--- src/design/dcs_regs.svh ---
// register offsets, field positions and reset values of the dma channel block
`ifndef DCS_REGS_SVH
`define DCS_REGS_SVH

// ************
// register byte offsets
// ************
`define DCS_OFS_INT       8'h00
`define DCS_OFS_SSA       8'h04
`define DCS_OFS_DSA       8'h08
`define DCS_OFS_SSIZ      8'h0c
`define DCS_OFS_DSIZ      8'h10
`define DCS_OFS_CSIZ      8'h14
`define DCS_OFS_ECON      8'h18
`define DCS_OFS_CTRL      8'h1c
`define DCS_OFS_SPTR      8'h20
`define DCS_OFS_DPTR      8'h24
`define DCS_OFS_CPTR      8'h28

// ************
// field positions
// ************
`define DCS_IE_HI         23
`define DCS_IE_LO         16
`define DCS_IF_HI         7
`define DCS_IF_LO         0
`define DCS_F_SRC_DONE    7
`define DCS_F_SRC_HALF    6
`define DCS_F_DST_DONE    5
`define DCS_F_DST_HALF    4
`define DCS_F_BLOCK       3
`define DCS_F_CELL        2
`define DCS_F_ABORT       1
`define DCS_F_ADDR_ERR    0
`define DCS_AIRQ_HI       23
`define DCS_AIRQ_LO       16
`define DCS_AIRQ_EN_BIT   3
`define DCS_SIZE_HI       7
`define DCS_CTL_EN_BIT    0
`define DCS_CTL_START_BIT 1
`define DCS_CTL_BUSY_BIT  2

// ************
// reset values and pointer unit indices
// ************
`define DCS_AIRQ_RST      8'hff
`define DCS_SIZE_RST      8'h00
`define DCS_ADDR_RST      32'h0000_0000
`define DCS_WORD_ZERO     32'h0000_0000
`define DCS_PU_SRC        0
`define DCS_PU_DST        1
`define DCS_PU_CELL       2
`define DCS_PU_BLK        3
`define DCS_PU_NUM        4

`endif

--- src/design/dcs_pkg.sv ---
// types shared by the dma channel modules
package dcs_pkg;
    typedef enum logic [2:0] {
        ST_IDLE = 3'b001,
        ST_LOAD = 3'b010,
        ST_MOVE = 3'b100
    } dcs_state_t;
endpackage

--- src/design/dcs_ptr_if.sv ---
// byte pointer bundle between the channel and one pointer unit
`timescale 1ns/1ns
interface dcs_ptr_if #(
    parameter int W = 8
);
    logic [W-1:0] size;
    logic         step;
    logic         clr;
    logic [W-1:0] ptr;
    logic         at_end;
    logic         at_half;
    modport unit (input size, input step, input clr, output ptr, output at_end, output at_half);
    modport user (output size, output step, output clr, input ptr, input at_end, input at_half);
endinterface

--- src/design/dcs_ptr_unit.sv ---
// byte pointer with end and midpoint detection, size code zero means full span
`timescale 1ns/1ns
module dcs_ptr_unit #(
    parameter int W = 8
) (
    input  wire logic clock_in,
    input  wire logic rstn_in,
    dcs_ptr_if.unit   pi
);
    logic [W:0] cnt_r;
    logic [W:0] span;
    logic [W:0] cnt_inc;
    logic       end_hit;

    // ************
    // size decode and compare
    // ************
    always_comb begin
        span    = (pi.size == '0) ? {1'b1, {W{1'b0}}} : {1'b0, pi.size};
        cnt_inc = cnt_r + {{W{1'b0}}, 1'b1};
    end

    assign end_hit    = pi.step && (cnt_inc == span);
    assign pi.at_end  = end_hit;
    assign pi.at_half = pi.step && (cnt_inc == (span >> 1));
    assign pi.ptr     = cnt_r[W-1:0];

    // ************
    // counter, wraps to zero on reaching the span
    // ************
    always_ff @(posedge clock_in or negedge rstn_in) begin
        if (!rstn_in) begin
            cnt_r <= '0;
        end else if (pi.clr) begin
            cnt_r <= '0;
        end else if (pi.step) begin
            cnt_r <= end_hit ? '0 : cnt_inc;
        end
    end
endmodule

--- src/design/dcs_flag_unit.sv ---
// sticky interrupt flags with enables and one combined request
`timescale 1ns/1ns
module dcs_flag_unit #(
    parameter int N = 8
) (
    input  wire logic         clock_in,
    input  wire logic         rstn_in,
    input  wire logic [N-1:0] set_in,
    input  wire logic         wr_in,
    input  wire logic [N-1:0] ie_wdata_in,
    input  wire logic [N-1:0] flag_wdata_in,
    output logic      [N-1:0] ie_out,
    output logic      [N-1:0] flag_out,
    output logic              irq_out
);
    logic [N-1:0] ie_r;
    logic [N-1:0] flag_r;
    logic [N-1:0] ie_nxt;
    logic [N-1:0] flag_nxt;
    logic         irq_r;

    // ************
    // per bit storage, a hardware set beats a software clear
    // ************
    generate
        for (genvar i = 0; i < N; i++) begin : g_bit
            assign ie_nxt[i]   = wr_in ? ie_wdata_in[i] : ie_r[i];
            assign flag_nxt[i] = set_in[i] | (wr_in ? flag_wdata_in[i] : flag_r[i]);
            always_ff @(posedge clock_in or negedge rstn_in) begin
                if (!rstn_in) begin
                    ie_r[i]   <= 1'b0;
                    flag_r[i] <= 1'b0;
                end else begin
                    ie_r[i]   <= ie_nxt[i];
                    flag_r[i] <= flag_nxt[i];
                end
            end
        end
    endgenerate

    always_ff @(posedge clock_in or negedge rstn_in) begin
        if (!rstn_in) begin
            irq_r <= 1'b0;
        end else begin
            irq_r <= |(flag_nxt & ie_nxt);
        end
    end

    assign ie_out   = ie_r;
    assign flag_out = flag_r;
    assign irq_out  = irq_r;
endmodule

--- src/design/dcs_channel.sv ---
// dma channel: setup registers, byte mover, pointers, abort match and interrupt flags
`timescale 1ns/1ns
`include "dcs_regs.svh"
// ************
// Functional notes
// - matching abort irq aborts only when enabled
// - eight interrupt enables in bits 23..16
// - eight matching flags in bits 7..0
// - source pointer reaching size sets source done
// - source pointer at half size sets flag
// - destination pointer reaching size sets done
// - destination pointer at half size sets flag
// - larger size moved or pattern sets block
// - each cell of bytes sets cell flag
// - abort by matching irq sets abort flag
// - invalid source or destination sets error flag
// - source size zero means 256 bytes
// - destination size zero means 256 bytes
// - cell size bytes per event, zero 256
// ************
module dcs_channel #(
    parameter int AW = 8
) (
    input  wire logic          clock_in,
    input  wire logic          rstn_in,
    input  wire logic          psel_in,
    input  wire logic          penable_in,
    input  wire logic          pwrite_in,
    input  wire logic [AW-1:0] paddr_in,
    input  wire logic [31:0]   pwdata_in,
    output logic      [31:0]   prdata_out,
    output logic               pready_out,
    output logic               pslverr_out,
    input  wire logic          irq_valid_in,
    input  wire logic [7:0]    irq_num_in,
    input  wire logic          pattern_match_in,
    output logic               bus_req_out,
    output logic      [31:0]   bus_src_addr_out,
    output logic      [31:0]   bus_dst_addr_out,
    input  wire logic          bus_ack_in,
    input  wire logic          bus_err_in,
    output logic               irq_out
);
    // ************
    // declarations
    // ************
    logic [31:0]         src_start_addr_r;
    logic [31:0]         dst_start_addr_r;
    logic [7:0]          src_size_r;
    logic [7:0]          dst_size_r;
    logic [7:0]          cell_size_r;
    logic [7:0]          abort_irq_number_r;
    logic                abort_irq_enable_r;
    logic                chan_en_r;
    logic                start_r;
    dcs_pkg::dcs_state_t state_r;
    logic                bus_req_r;
    logic [31:0]         bus_src_addr_r;
    logic [31:0]         bus_dst_addr_r;
    logic [31:0]         prdata_r;
    logic                pready_r;
    logic                pslverr_r;

    logic                setup_phase;
    logic                wr_access;
    logic                wr_int;
    logic [31:0]         rd_word;
    logic                addr_hit;
    logic                abort_hit;
    logic                ack_ok;
    logic                ack_err;
    logic                step;
    logic                clr_ptr;
    logic [7:0]          blk_size;
    logic [7:0]          size_sel [`DCS_PU_NUM];
    logic [7:0]          ptr_val  [`DCS_PU_NUM];
    logic [`DCS_PU_NUM-1:0] at_end;
    logic [`DCS_PU_NUM-1:0] at_half;
    logic [7:0]          flag_set;
    logic [7:0]          ie_val;
    logic [7:0]          flag_val;
    logic                irq_val;

    // ************
    // apb decode
    // ************
    assign setup_phase = psel_in && !penable_in;
    // a write lands only at the edge that completes the access phase
    assign wr_access   = psel_in && penable_in && pwrite_in && pready_r;
    assign wr_int      = wr_access && (paddr_in == `DCS_OFS_INT);

    always_comb begin
        rd_word  = `DCS_WORD_ZERO;
        addr_hit = 1'b1;
        case (paddr_in)
            `DCS_OFS_INT: begin
                rd_word[`DCS_IE_HI:`DCS_IE_LO] = ie_val;
                rd_word[`DCS_IF_HI:`DCS_IF_LO] = flag_val;
            end
            `DCS_OFS_SSA: begin
                rd_word = src_start_addr_r;
            end
            `DCS_OFS_DSA: begin
                rd_word = dst_start_addr_r;
            end
            `DCS_OFS_SSIZ: begin
                rd_word[`DCS_SIZE_HI:0] = src_size_r;
            end
            `DCS_OFS_DSIZ: begin
                rd_word[`DCS_SIZE_HI:0] = dst_size_r;
            end
            `DCS_OFS_CSIZ: begin
                rd_word[`DCS_SIZE_HI:0] = cell_size_r;
            end
            `DCS_OFS_ECON: begin
                rd_word[`DCS_AIRQ_HI:`DCS_AIRQ_LO] = abort_irq_number_r;
                rd_word[`DCS_AIRQ_EN_BIT]          = abort_irq_enable_r;
            end
            `DCS_OFS_CTRL: begin
                rd_word[`DCS_CTL_EN_BIT]   = chan_en_r;
                rd_word[`DCS_CTL_BUSY_BIT] = (state_r != dcs_pkg::ST_IDLE);
            end
            `DCS_OFS_SPTR: begin
                rd_word[`DCS_SIZE_HI:0] = ptr_val[`DCS_PU_SRC];
            end
            `DCS_OFS_DPTR: begin
                rd_word[`DCS_SIZE_HI:0] = ptr_val[`DCS_PU_DST];
            end
            `DCS_OFS_CPTR: begin
                rd_word[`DCS_SIZE_HI:0] = ptr_val[`DCS_PU_CELL];
            end
            default: begin
                addr_hit = 1'b0;
            end
        endcase
    end

    // ************
    // apb answer, zero wait: ready in the first access cycle
    // ************
    always_ff @(posedge clock_in or negedge rstn_in) begin
        if (!rstn_in) begin
            pready_r  <= 1'b0;
            pslverr_r <= 1'b0;
            prdata_r  <= `DCS_WORD_ZERO;
        end else begin
            pready_r  <= setup_phase;
            pslverr_r <= setup_phase && !addr_hit;
            if (setup_phase) begin
                prdata_r <= (pwrite_in || !addr_hit) ? `DCS_WORD_ZERO : rd_word;
            end
        end
    end

    // ************
    // setup registers, reserved bits are dropped on write
    // ************
    always_ff @(posedge clock_in or negedge rstn_in) begin
        if (!rstn_in) begin
            src_start_addr_r   <= `DCS_ADDR_RST;
            dst_start_addr_r   <= `DCS_ADDR_RST;
            src_size_r         <= `DCS_SIZE_RST;
            dst_size_r         <= `DCS_SIZE_RST;
            cell_size_r        <= `DCS_SIZE_RST;
            abort_irq_number_r <= `DCS_AIRQ_RST;
            abort_irq_enable_r <= 1'b0;
            chan_en_r          <= 1'b0;
        end else if (wr_access) begin
            case (paddr_in)
                `DCS_OFS_SSA: begin
                    src_start_addr_r <= pwdata_in;
                end
                `DCS_OFS_DSA: begin
                    dst_start_addr_r <= pwdata_in;
                end
                `DCS_OFS_SSIZ: begin
                    src_size_r <= pwdata_in[`DCS_SIZE_HI:0];
                end
                `DCS_OFS_DSIZ: begin
                    dst_size_r <= pwdata_in[`DCS_SIZE_HI:0];
                end
                `DCS_OFS_CSIZ: begin
                    cell_size_r <= pwdata_in[`DCS_SIZE_HI:0];
                end
                `DCS_OFS_ECON: begin
                    abort_irq_number_r <= pwdata_in[`DCS_AIRQ_HI:`DCS_AIRQ_LO];
                    abort_irq_enable_r <= pwdata_in[`DCS_AIRQ_EN_BIT];
                end
                `DCS_OFS_CTRL: begin
                    chan_en_r <= pwdata_in[`DCS_CTL_EN_BIT];
                end
                default: begin
                    chan_en_r <= chan_en_r;
                end
            endcase
        end
    end

    // start is a write-one pulse; it reads back as zero
    always_ff @(posedge clock_in or negedge rstn_in) begin
        if (!rstn_in) begin
            start_r <= 1'b0;
        end else begin
            start_r <= wr_access && (paddr_in == `DCS_OFS_CTRL)
                       && pwdata_in[`DCS_CTL_START_BIT];
        end
    end

    // ************
    // abort match and bus answer qualifiers
    // ************
    assign abort_hit = irq_valid_in && abort_irq_enable_r && chan_en_r
                       && (irq_num_in == abort_irq_number_r);
    assign ack_ok    = (state_r == dcs_pkg::ST_MOVE) && bus_ack_in && !bus_err_in && !abort_hit;
    assign ack_err   = (state_r == dcs_pkg::ST_MOVE) && bus_ack_in && bus_err_in;
    assign step      = ack_ok;
    // an abort or a bad address throws away the partial block
    assign clr_ptr   = abort_hit || ack_err || !chan_en_r;

    // ************
    // mover state
    // ************
    always_ff @(posedge clock_in or negedge rstn_in) begin
        if (!rstn_in) begin
            state_r <= dcs_pkg::ST_IDLE;
        end else if (abort_hit || !chan_en_r) begin
            state_r <= dcs_pkg::ST_IDLE;
        end else begin
            case (state_r)
                dcs_pkg::ST_IDLE: begin
                    if (start_r) begin
                        state_r <= dcs_pkg::ST_LOAD;
                    end
                end
                dcs_pkg::ST_LOAD: begin
                    state_r <= dcs_pkg::ST_MOVE;
                end
                dcs_pkg::ST_MOVE: begin
                    if (ack_err) begin
                        state_r <= dcs_pkg::ST_IDLE;
                    end else if (ack_ok) begin
                        // one cell per start event, or the block ran out
                        if (at_end[`DCS_PU_CELL] || at_end[`DCS_PU_BLK]) begin
                            state_r <= dcs_pkg::ST_IDLE;
                        end else begin
                            state_r <= dcs_pkg::ST_LOAD;
                        end
                    end
                end
                default: begin
                    state_r <= dcs_pkg::ST_IDLE;
                end
            endcase
        end
    end

    // ************
    // bus request and byte addresses
    // ************
    always_ff @(posedge clock_in or negedge rstn_in) begin
        if (!rstn_in) begin
            bus_req_r <= 1'b0;
        end else if (abort_hit || !chan_en_r) begin
            bus_req_r <= 1'b0;
        end else if (state_r == dcs_pkg::ST_LOAD) begin
            bus_req_r <= 1'b1;
        end else if (bus_ack_in) begin
            bus_req_r <= 1'b0;
        end
    end

    always_ff @(posedge clock_in or negedge rstn_in) begin
        if (!rstn_in) begin
            bus_src_addr_r <= `DCS_ADDR_RST;
            bus_dst_addr_r <= `DCS_ADDR_RST;
        end else if (state_r == dcs_pkg::ST_LOAD) begin
            bus_src_addr_r <= src_start_addr_r + {24'h00_0000, ptr_val[`DCS_PU_SRC]};
            bus_dst_addr_r <= dst_start_addr_r + {24'h00_0000, ptr_val[`DCS_PU_DST]};
        end
    end

    // ************
    // pointer units: source, destination, cell, block
    // ************
    // block span is the larger size; a zero code already stands for the largest
    assign blk_size = (src_size_r == `DCS_SIZE_RST || dst_size_r == `DCS_SIZE_RST) ?
                      `DCS_SIZE_RST :
                      ((src_size_r > dst_size_r) ? src_size_r : dst_size_r);
    assign size_sel[`DCS_PU_SRC]  = src_size_r;
    assign size_sel[`DCS_PU_DST]  = dst_size_r;
    assign size_sel[`DCS_PU_CELL] = cell_size_r;
    assign size_sel[`DCS_PU_BLK]  = blk_size;

    dcs_ptr_if #(.W(8)) pif [`DCS_PU_NUM] ();

    generate
        for (genvar i = 0; i < `DCS_PU_NUM; i++) begin : g_ptr
            assign pif[i].size = size_sel[i];
            assign pif[i].step = step;
            assign pif[i].clr  = clr_ptr;
            assign ptr_val[i]  = pif[i].ptr;
            assign at_end[i]   = pif[i].at_end;
            assign at_half[i]  = pif[i].at_half;
            dcs_ptr_unit #(
                .W (8)
            ) u_ptr (
                .clock_in (clock_in),
                .rstn_in  (rstn_in),
                .pi       (pif[i])
            );
        end
    endgenerate

    // ************
    // interrupt flags
    // ************
    always_comb begin
        flag_set                  = 8'h00;
        flag_set[`DCS_F_SRC_DONE] = at_end[`DCS_PU_SRC];
        flag_set[`DCS_F_SRC_HALF] = at_half[`DCS_PU_SRC];
        flag_set[`DCS_F_DST_DONE] = at_end[`DCS_PU_DST];
        flag_set[`DCS_F_DST_HALF] = at_half[`DCS_PU_DST];
        flag_set[`DCS_F_BLOCK]    = at_end[`DCS_PU_BLK] || pattern_match_in;
        flag_set[`DCS_F_CELL]     = at_end[`DCS_PU_CELL];
        flag_set[`DCS_F_ABORT]    = abort_hit;
        flag_set[`DCS_F_ADDR_ERR] = ack_err;
    end

    dcs_flag_unit #(
        .N (8)
    ) u_flags (
        .clock_in      (clock_in),
        .rstn_in       (rstn_in),
        .set_in        (flag_set),
        .wr_in         (wr_int),
        .ie_wdata_in   (pwdata_in[`DCS_IE_HI:`DCS_IE_LO]),
        .flag_wdata_in (pwdata_in[`DCS_IF_HI:`DCS_IF_LO]),
        .ie_out        (ie_val),
        .flag_out      (flag_val),
        .irq_out       (irq_val)
    );

    // ************
    // outputs
    // ************
    assign prdata_out       = prdata_r;
    assign pready_out       = pready_r;
    assign pslverr_out      = pslverr_r;
    assign bus_req_out      = bus_req_r;
    assign bus_src_addr_out = bus_src_addr_r;
    assign bus_dst_addr_out = bus_dst_addr_r;
    assign irq_out          = irq_val;
endmodule

--- config.mk ---
export PLATFORM = sky130hd
export DESIGN_NAME = dcs_channel
export DESIGN_NICKNAME = d
export VERILOG_FILES = /design/src/design/dcs_pkg.sv /design/src/design/dcs_ptr_if.sv /design/src/design/dcs_ptr_unit.sv /design/src/design/dcs_flag_unit.sv /design/src/design/dcs_channel.sv
export VERILOG_INCLUDE_DIRS = /design/src /design/src/design
export SDC_FILE = /design/constraint.sdc
export NUM_CORES = 1
export LEC_CHECK = 0
export BUFFER_PORTS_ARGS = -buffer_cell sky130_fd_sc_hd__buf_4
export CELL_PAD_IN_SITES_DETAIL_PLACEMENT = 1
export CELL_PAD_IN_SITES_GLOBAL_PLACEMENT = 1
export CORE_MARGIN = 1
export CORE_UTILIZATION = 46
export CTS_CLUSTER_SIZE = 24
export DETAILED_ROUTE_END_ITERATION = 10
export GPL_TIMING_DRIVEN = 1
export PLACE_DENSITY_LB_ADDON = 0.1
export RECOVER_POWER = 100
export SLEW_MARGIN = 20
export SYNTH_ARGS = -nofsm -noshare
export SYNTH_HDL_FRONTEND = slang
export SYNTH_SLANG_ARGS = --single-unit
export TNS_END_PERCENT = 30
--- constraint.sdc ---
create_clock -name clock_in -period 3.85 [get_ports clock_in]
set_input_delay 0.385 -clock clock_in [delete_from_list [all_inputs] [get_ports clock_in]]
set_output_delay 0.385 -clock clock_in [all_outputs]
set_load 0.02 [all_outputs]
Word-level counts from Yosys, hierarchy flattened
Index checks and enable logic that the tools add are counted.
{"block": "word_totals", "ff_bits": 254, "output_inout_bits": 100, "input_bits": 57, "elab_cells": 179}
{"block": "classes", "add_sub_neg": 6, "mux": 53, "bitwise_logic": 9, "reduce_logical": 50, "n_lt_le_gt_ge": 1, "n_eq_ne": 23}
{"cell": "$mux 9", "n": 16}
{"cell": "$add 32x8->32", "n": 2}
{"cell": "$logic_not 8->1", "n": 5}
{"cell": "$add 9x1->9 const B", "n": 4}
{"cell": "$eq 9x9->1", "n": 4}
{"cell": "$pmux 4 s9", "n": 1}
{"cell": "$eq 8x5->1 const B", "n": 4}
{"cell": "$mux 32", "n": 1}
{"cell": "$pmux 8 s2", "n": 2}
{"cell": "$pmux 8 s4", "n": 1}
{"cell": "$pmux 1 s10", "n": 3}
{"cell": "$eq 8x6->1 const B", "n": 3}
{"cell": "$logic_and 1x1->1", "n": 21}
{"cell": "$mux 1", "n": 20}
{"cell": "$eq 9x8->1", "n": 2}
{"cell": "$eq 8x4->1 const B", "n": 2}
{"cell": "$mux 8", "n": 2}
{"cell": "$reduce_and 2->1", "n": 8}
{"cell": "$mux 3", "n": 4}
{"cell": "$reduce_or 11->1", "n": 1}
{"cell": "$pmux 1 s9", "n": 1}
{"cell": "$pmux 3 s3", "n": 1}
{"cell": "$and 8x8->8", "n": 1}
{"cell": "$eq 8x3->1 const B", "n": 1}
{"cell": "other kinds (15)", "n": 32}

Depth between registers and ports, before layout
{"block": "depth", "depth_word": 13, "ltp_mapped": 14, "depth_no_buf": 13}

By module
A second synthesis with hierarchy kept.
{"block": "hier_totals", "cells_unflattened": 1553, "hier_area_um2": 15579.9}
{"module": "dcs_channel", "cells_each": 1025, "seq_area_each_um2": 5041.1, "area_each_um2": 10755.3, "instances": 1}
{"module": "dcs_ptr_unit (g_ptr[1].u_ptr ...)", "cells_each": 113, "seq_area_each_um2": 225.2, "area_each_um2": 993.5, "instances": 2}
{"module": "dcs_ptr_unit (g_ptr[3].u_ptr)", "cells_each": 130, "seq_area_each_um2": 225.2, "area_each_um2": 1107.3, "instances": 1}
{"module": "dcs_ptr_unit (g_ptr[0].u_ptr)", "cells_each": 111, "seq_area_each_um2": 225.2, "area_each_um2": 953.4, "instances": 1}
{"module": "dcs_flag_unit", "cells_each": 61, "seq_area_each_um2": 425.4, "area_each_um2": 777.0, "instances": 1}

Least setup slack after synthesis
Ideal clock, no wire load.
{"block": "synth_path", "kind": "reg-to-reg", "from": "register dst_size_r[2]", "to": "register g_ptr[3].u_ptr.cnt_r[6]", "arrival_time_ns": 3.422, "path_slack_ns": 0.302, "period_less_slack_ns": 3.548, "path_buffers": 0, "setup_time_ns": 0.126, "t_required_ns": 3.724, "stages_incl_launch_ff": 13, "cell_sequence": "dfrtp_1 -> inv_1 -> ha_1 -> and4b_1 -> a211oi_2 -> o22ai_4 -> mux2_4 -> or4_4 -> a21oi_2 -> o21ai_2 -> nor4_4 -> nor2_2 -> a221o_1"}
{"block": "synth_between", "elab_chain_len": 10, "elab_cells_between_ends": 12, "cone_classes": "1 x order compare; 1 x eq/ne; 6 x mux; 4 x reduce/logical"}
{"item": "from (decl)", "line": "dcs_channel.sv:50", "text": "logic [7:0] dst_size_r;"}
{"item": "from (signal assigned)", "line": "dcs_channel.sv:163", "text": "dst_size_r <= `DCS_SIZE_RST;"}
{"item": "from (signal assigned)", "line": "dcs_channel.sv:180", "text": "dst_size_r <= pwdata_in[`DCS_SIZE_HI:0];"}
{"item": "$gt 8x8->1 or $logic_not 8->1 (tied branches)"}
{"item": "$mux 8 or $logic_or 1x1->1 (tied branches)"}
{"item": "$mux 8 (*)", "line": "dcs_channel.sv:286", "text": "assign blk_size = (src_size_r == `DCS_SIZE_RST || dst_size_r == `DCS_SIZE_RST) ?"}
{"item": "$logic_not 8->1", "line": "dcs_ptr_unit.sv:19", "text": "span = (pi.size == '0) ? {1'b1, {W{1'b0}}} : {1'b0, pi.size};"}
{"item": "$mux 9 (*)", "line": "dcs_ptr_unit.sv:19"}
{"item": "$eq 9x9->1 (*)", "line": "dcs_ptr_unit.sv:23", "text": "assign end_hit = pi.step && (cnt_inc == span);"}
{"item": "$logic_and 1x1->1 (*)", "line": "dcs_ptr_unit.sv:23"}
{"item": "$mux 9 (*)", "line": "dcs_ptr_unit.sv:37", "text": "cnt_r <= end_hit ? '0 : cnt_inc;"}
{"item": "$mux 9 (*)", "line": "dcs_ptr_unit.sv:36", "text": "end else if (pi.step) begin"}
{"item": "$mux 9 (*)", "line": "dcs_ptr_unit.sv:34", "text": "end else if (pi.clr) begin"}
{"item": "to (signal assigned)", "line": "dcs_ptr_unit.sv:37"}
{"item": "to (decl)", "line": "dcs_ptr_unit.sv:10", "text": "logic [W:0] cnt_r;"}
Every way passes the cells marked *; elsewhere a longest branch is shown, timed or not. The select of a mux whose other input is x is not followed.
A chain may end at the register's enable or synchronous reset.

Worst setup path in the final report
{"block": "layout_path", "from": "register dst_size_r[1]", "to": "register g_ptr[3].u_ptr.cnt_r[6]"}
The elaborated chain is that of the path after synthesis.

==> run_results.csv <==
group,metric,value,unit
detailed_routing,highest_layer,"met4",
finish,num_antenna_cells,0,
synth,syn_inst,1319,
timing,finalCritPeriodShare,94.5,%
finish,post-route-util,55.3,%
finish,syn_to_final_growth,18.4,%
outcome,violations,"max-capacitance violations, max-slew violations",
detailed_routing,vias,11100,
finish,seq_area,6370,µm²
critical_path,r2r_start,"dst_size_r[1]",
critical_path,reg2reg_setup_slack,210,ps
grt,grt_use_total,29.4,%
critical_path,endpoint_kind,"flip-flop",
detailed_routing,wl_met3,2050,µm
synth,syn_area,13400,µm²
synth,post-synth-top-area-fraction,45.8,%
clock_network,clockBufferDepth,3,
critical_path,crit_fanout,6,
timing,period_needed,3640,ps
grt,antenna_found_initial,0,
detailed_routing,wl_met2,21300,µm
hold_path,min-delay-start,"pwdata_in[12]",
power,powerDensity,372,nW/µm²
floorplanning,die_area,29800,µm²
timing,tns,0,ps
detailed_routing,viasPerCell,5.81,
synth,ys_warn_count,0,
detailed_routing,ant_nets,0,
timing,hold_viol,0,
clock_network,clk-insertion-delay-late,550,ps
finish,layout-drive-gt1-share,17.7,%
synth,synth_area_per_cell,10.1,µm²
timing,worstMarginPinSlew,3010,ps
synth,synth_edf_count,0,
finish,multi_input_area,6700,µm²
synth,synth_area_leaders,"dfrtp_1, mux2_2, nand2_1",
hold_path,hold_class,"input port to flip-flop",
timing,relSlewSlack,-101,%
clock_network,cts_inserted_buffers,29,
critical_path,crit_arrival,4070,ps
synth,synth_seq_area_share,47.6,%
place,place_congestion,0.910,
timing,rsz0062_at_grt,"false",
place,hpwl,31400,µm
critical_path,critical_path_class,"flip-flop to flip-flop",
synth,synth_cell_type_count,63,
floorplanning,core.rowCount,62,
critical_path,critPathLaunchType,"flip-flop",
power,leakagePower,7.11,nW
power,peakVddDrop,0.324,mV
synth,synth_top_cell_by_area,"dfrtp_1",
timing,drv_slew,277,
detailed_routing,drc,0,
clock_network,post-cts-setup-buffer-count,0,
detailed_routing,drt-met1-wl,19100,µm
run,timing.max_cap.violations,4,
clock_network,cts-root-buf,"clkbuf_16",
floorplanning,die_h,173,µm
clock_network,cts.sinks,254,
floorplanning,io_pins,157,
grt,grt-ovfl-total,0,
synth,synth-seq-cells,254,
finish,nets,1587,
detailed_routing,dr.pass1.iters,7,
clock_network,cts_tree,"built",
outcome,status,"finished with violations",
detailed_routing,routed_wl,43500,µm
critical_path,cp-startpoint,"dst_size_r[1]",
timing,fmax,0.275,GHz
clock_network,cts.clk_slew.worst_paths,60,ps
detailed_routing,dr.first_iter.drc_count,645,
synth,syn_nets,1406,
grt,grt_pass1_wl,68300,µm
synth,synth_flop_cell,"dfrtp_1",
detailed_routing,avgRoutedWirePerCell,22.8,µm
grt,grt_pass1_vias,11700,
timing,finalSetupViolCount,0,
floorplanning,start_util,46.7,%
finish,nFillCells,3261,
timing,finClkSkew,14.7,ps
clock_network,cts_max_level,1,
grt,grt_max_degree,114,
floorplanning,die_x,173,µm
critical_path,required,4280,ps
synth,async_flop_share,100,%
place,port_buffers,156,
floorplanning,coreArea,28600,µm²
[cell families (layout without fill, tap and decap cells)]
logic type	count (synthesis)	in the layout	share of synthesized area, %
xor+xnor	138	138	9.04
compound gates	285	285	14.0
simple gates	411	411	14.4
fa+ha+maj	30	30	2.92
buf+inv	85	289	2.39
flops	254	254	47.6
mux	116	116	9.74
[worst paths after layout]
path,end,cells past startpoint
min in group asynchronous,prdata_out[10],2
hold / removal,dst_start_addr_r[12],2
hold reg to reg,bus_dst_addr_out[0],2
setup / recovery,g_ptr[3].u_ptr.cnt_r[6],12
max in group asynchronous,bus_src_addr_out[18],2
setup reg to reg,g_ptr[3].u_ptr.cnt_r[6],12
[synthesized netlist by cell type (all sizes together) (5+ instances only)]
library cell	number
o31ai	8
buf	7
a22o	13
nor3	16
clkbuf	45
o41ai	5
mux2i	6
a21boi	5
nand3	61
mux2	110
dfrtp	245
a21o	9
nand4	20
xnor2	76
and4	5
or2	5
nand2	182
a22oi	47
inv	33
a221oi	10
ha	28
nor4	10
a222oi	6
nand2b	13
a21oi	13
nor2	61
xor2	62
dfstp	9
and3	23
o21a	6
o21ai	137
[repair_timing]
| action | CTS | global route |
|---|---|---|
| hold endpoints to repair | 110 | 0 |
| setup endpoints to repair | 0 | 1 |
| hold buffers | 1 | 0 |
| gates resized for setup | 0 | 1 |
[metrics by stage]
stage          instances  worst slack [ps]  power [mW]  hold slack [ps]  instance area (µm²)
2_1_floorplan       1319               302        2.78             89.4                13400
3_3_place_gp        1852               309        2.94              462                15200
3_5_place_dp        1852               249        2.94              467                15200
6_report            1907               214        5.89             89.9                15800
4_1_cts             1907               198        5.94             67.2                16300
5_1_grt             1907              31.6        6.06             71.1                15800
[critical path: stages (launching register included)]
cell and delay, ps:
dfrtp_1 380, inv_1 120, ha_1 260, and4b_1 200, a211oi_2 390, o22ai_4 140
mux2_4 320, or4_1 490, a21oi_2 180, o21ai_2 90, nor4_4 480, nor2_2 120
a221o_1 340
[layout make-up]
type / count / area share (%)
multi-input combinational: 980 / 42.3
sequential: 254 / 40.2
timing repair buffer: 202 / 7.09
tap: 384 / 3.03
inverter: 33 / 0.782
clock inverter: 11 / 1.00
clock buffer: 43 / 5.61
[registers in the layout, indices dropped and copies added, names as in the netlist, 3 cells and up]
signal and count:
abort_irq_number_r 8, bus_dst_addr_out 32, bus_src_addr_out 32, cell_size_r 8, dst_size_r 8, dst_start_addr_r 32, g_ptr.u_ptr.cnt_r 36, pif.size 8
prdata_out 32, src_start_addr_r 32, state_r 3, u_flags.flag_out 8, u_flags.ie_out 8
[report_power, final]
group / switching (mW) / leakage, nW / internal, mW
Sequential: 0.00663 / 3.51 / 2.68
Combinational: 0.137 / 3.07 / 0.0683
Clock: 1.14 / 0.525 / 1.85
[per-layer routing]
layer / vias up / GRT usage [%]
met4: 0 / 8.04
met1: 5626 / 39.0
met5: - / 0
met2: 304 / 49.9
met3: 63 / 4.35
li1: 5095 / -
[placed cells by master (no fill, tap or decap), types with 9 or more instances in the layout]
master / netlist / final
nand3_1: 61 / 61
inv_1: 33 / 33
dfrtp_1: 245 / 245
a221oi_1: 10 / 10
a21o_1: 9 / 9
a22oi_1: 47 / 47
a21oi_1: 12 / 11
nor4_1: 9 / 9
a22o_1: 13 / 13
buf_4: 0 / 85
xnor2_1: 76 / 76
and3_1: 23 / 23
o21ai_0: 135 / 136
nand4_1: 20 / 20
nand2b_1: 13 / 13
mux2_2: 109 / 102
clkbuf_1: 45 / 114
nor3_1: 16 / 16
clkbuf_16: 0 / 29
ha_1: 28 / 28
nor2_1: 60 / 57
nand2_1: 182 / 182
xor2_1: 62 / 62
clkbuf_8: 0 / 11
(Power assumes the default switching activity.)
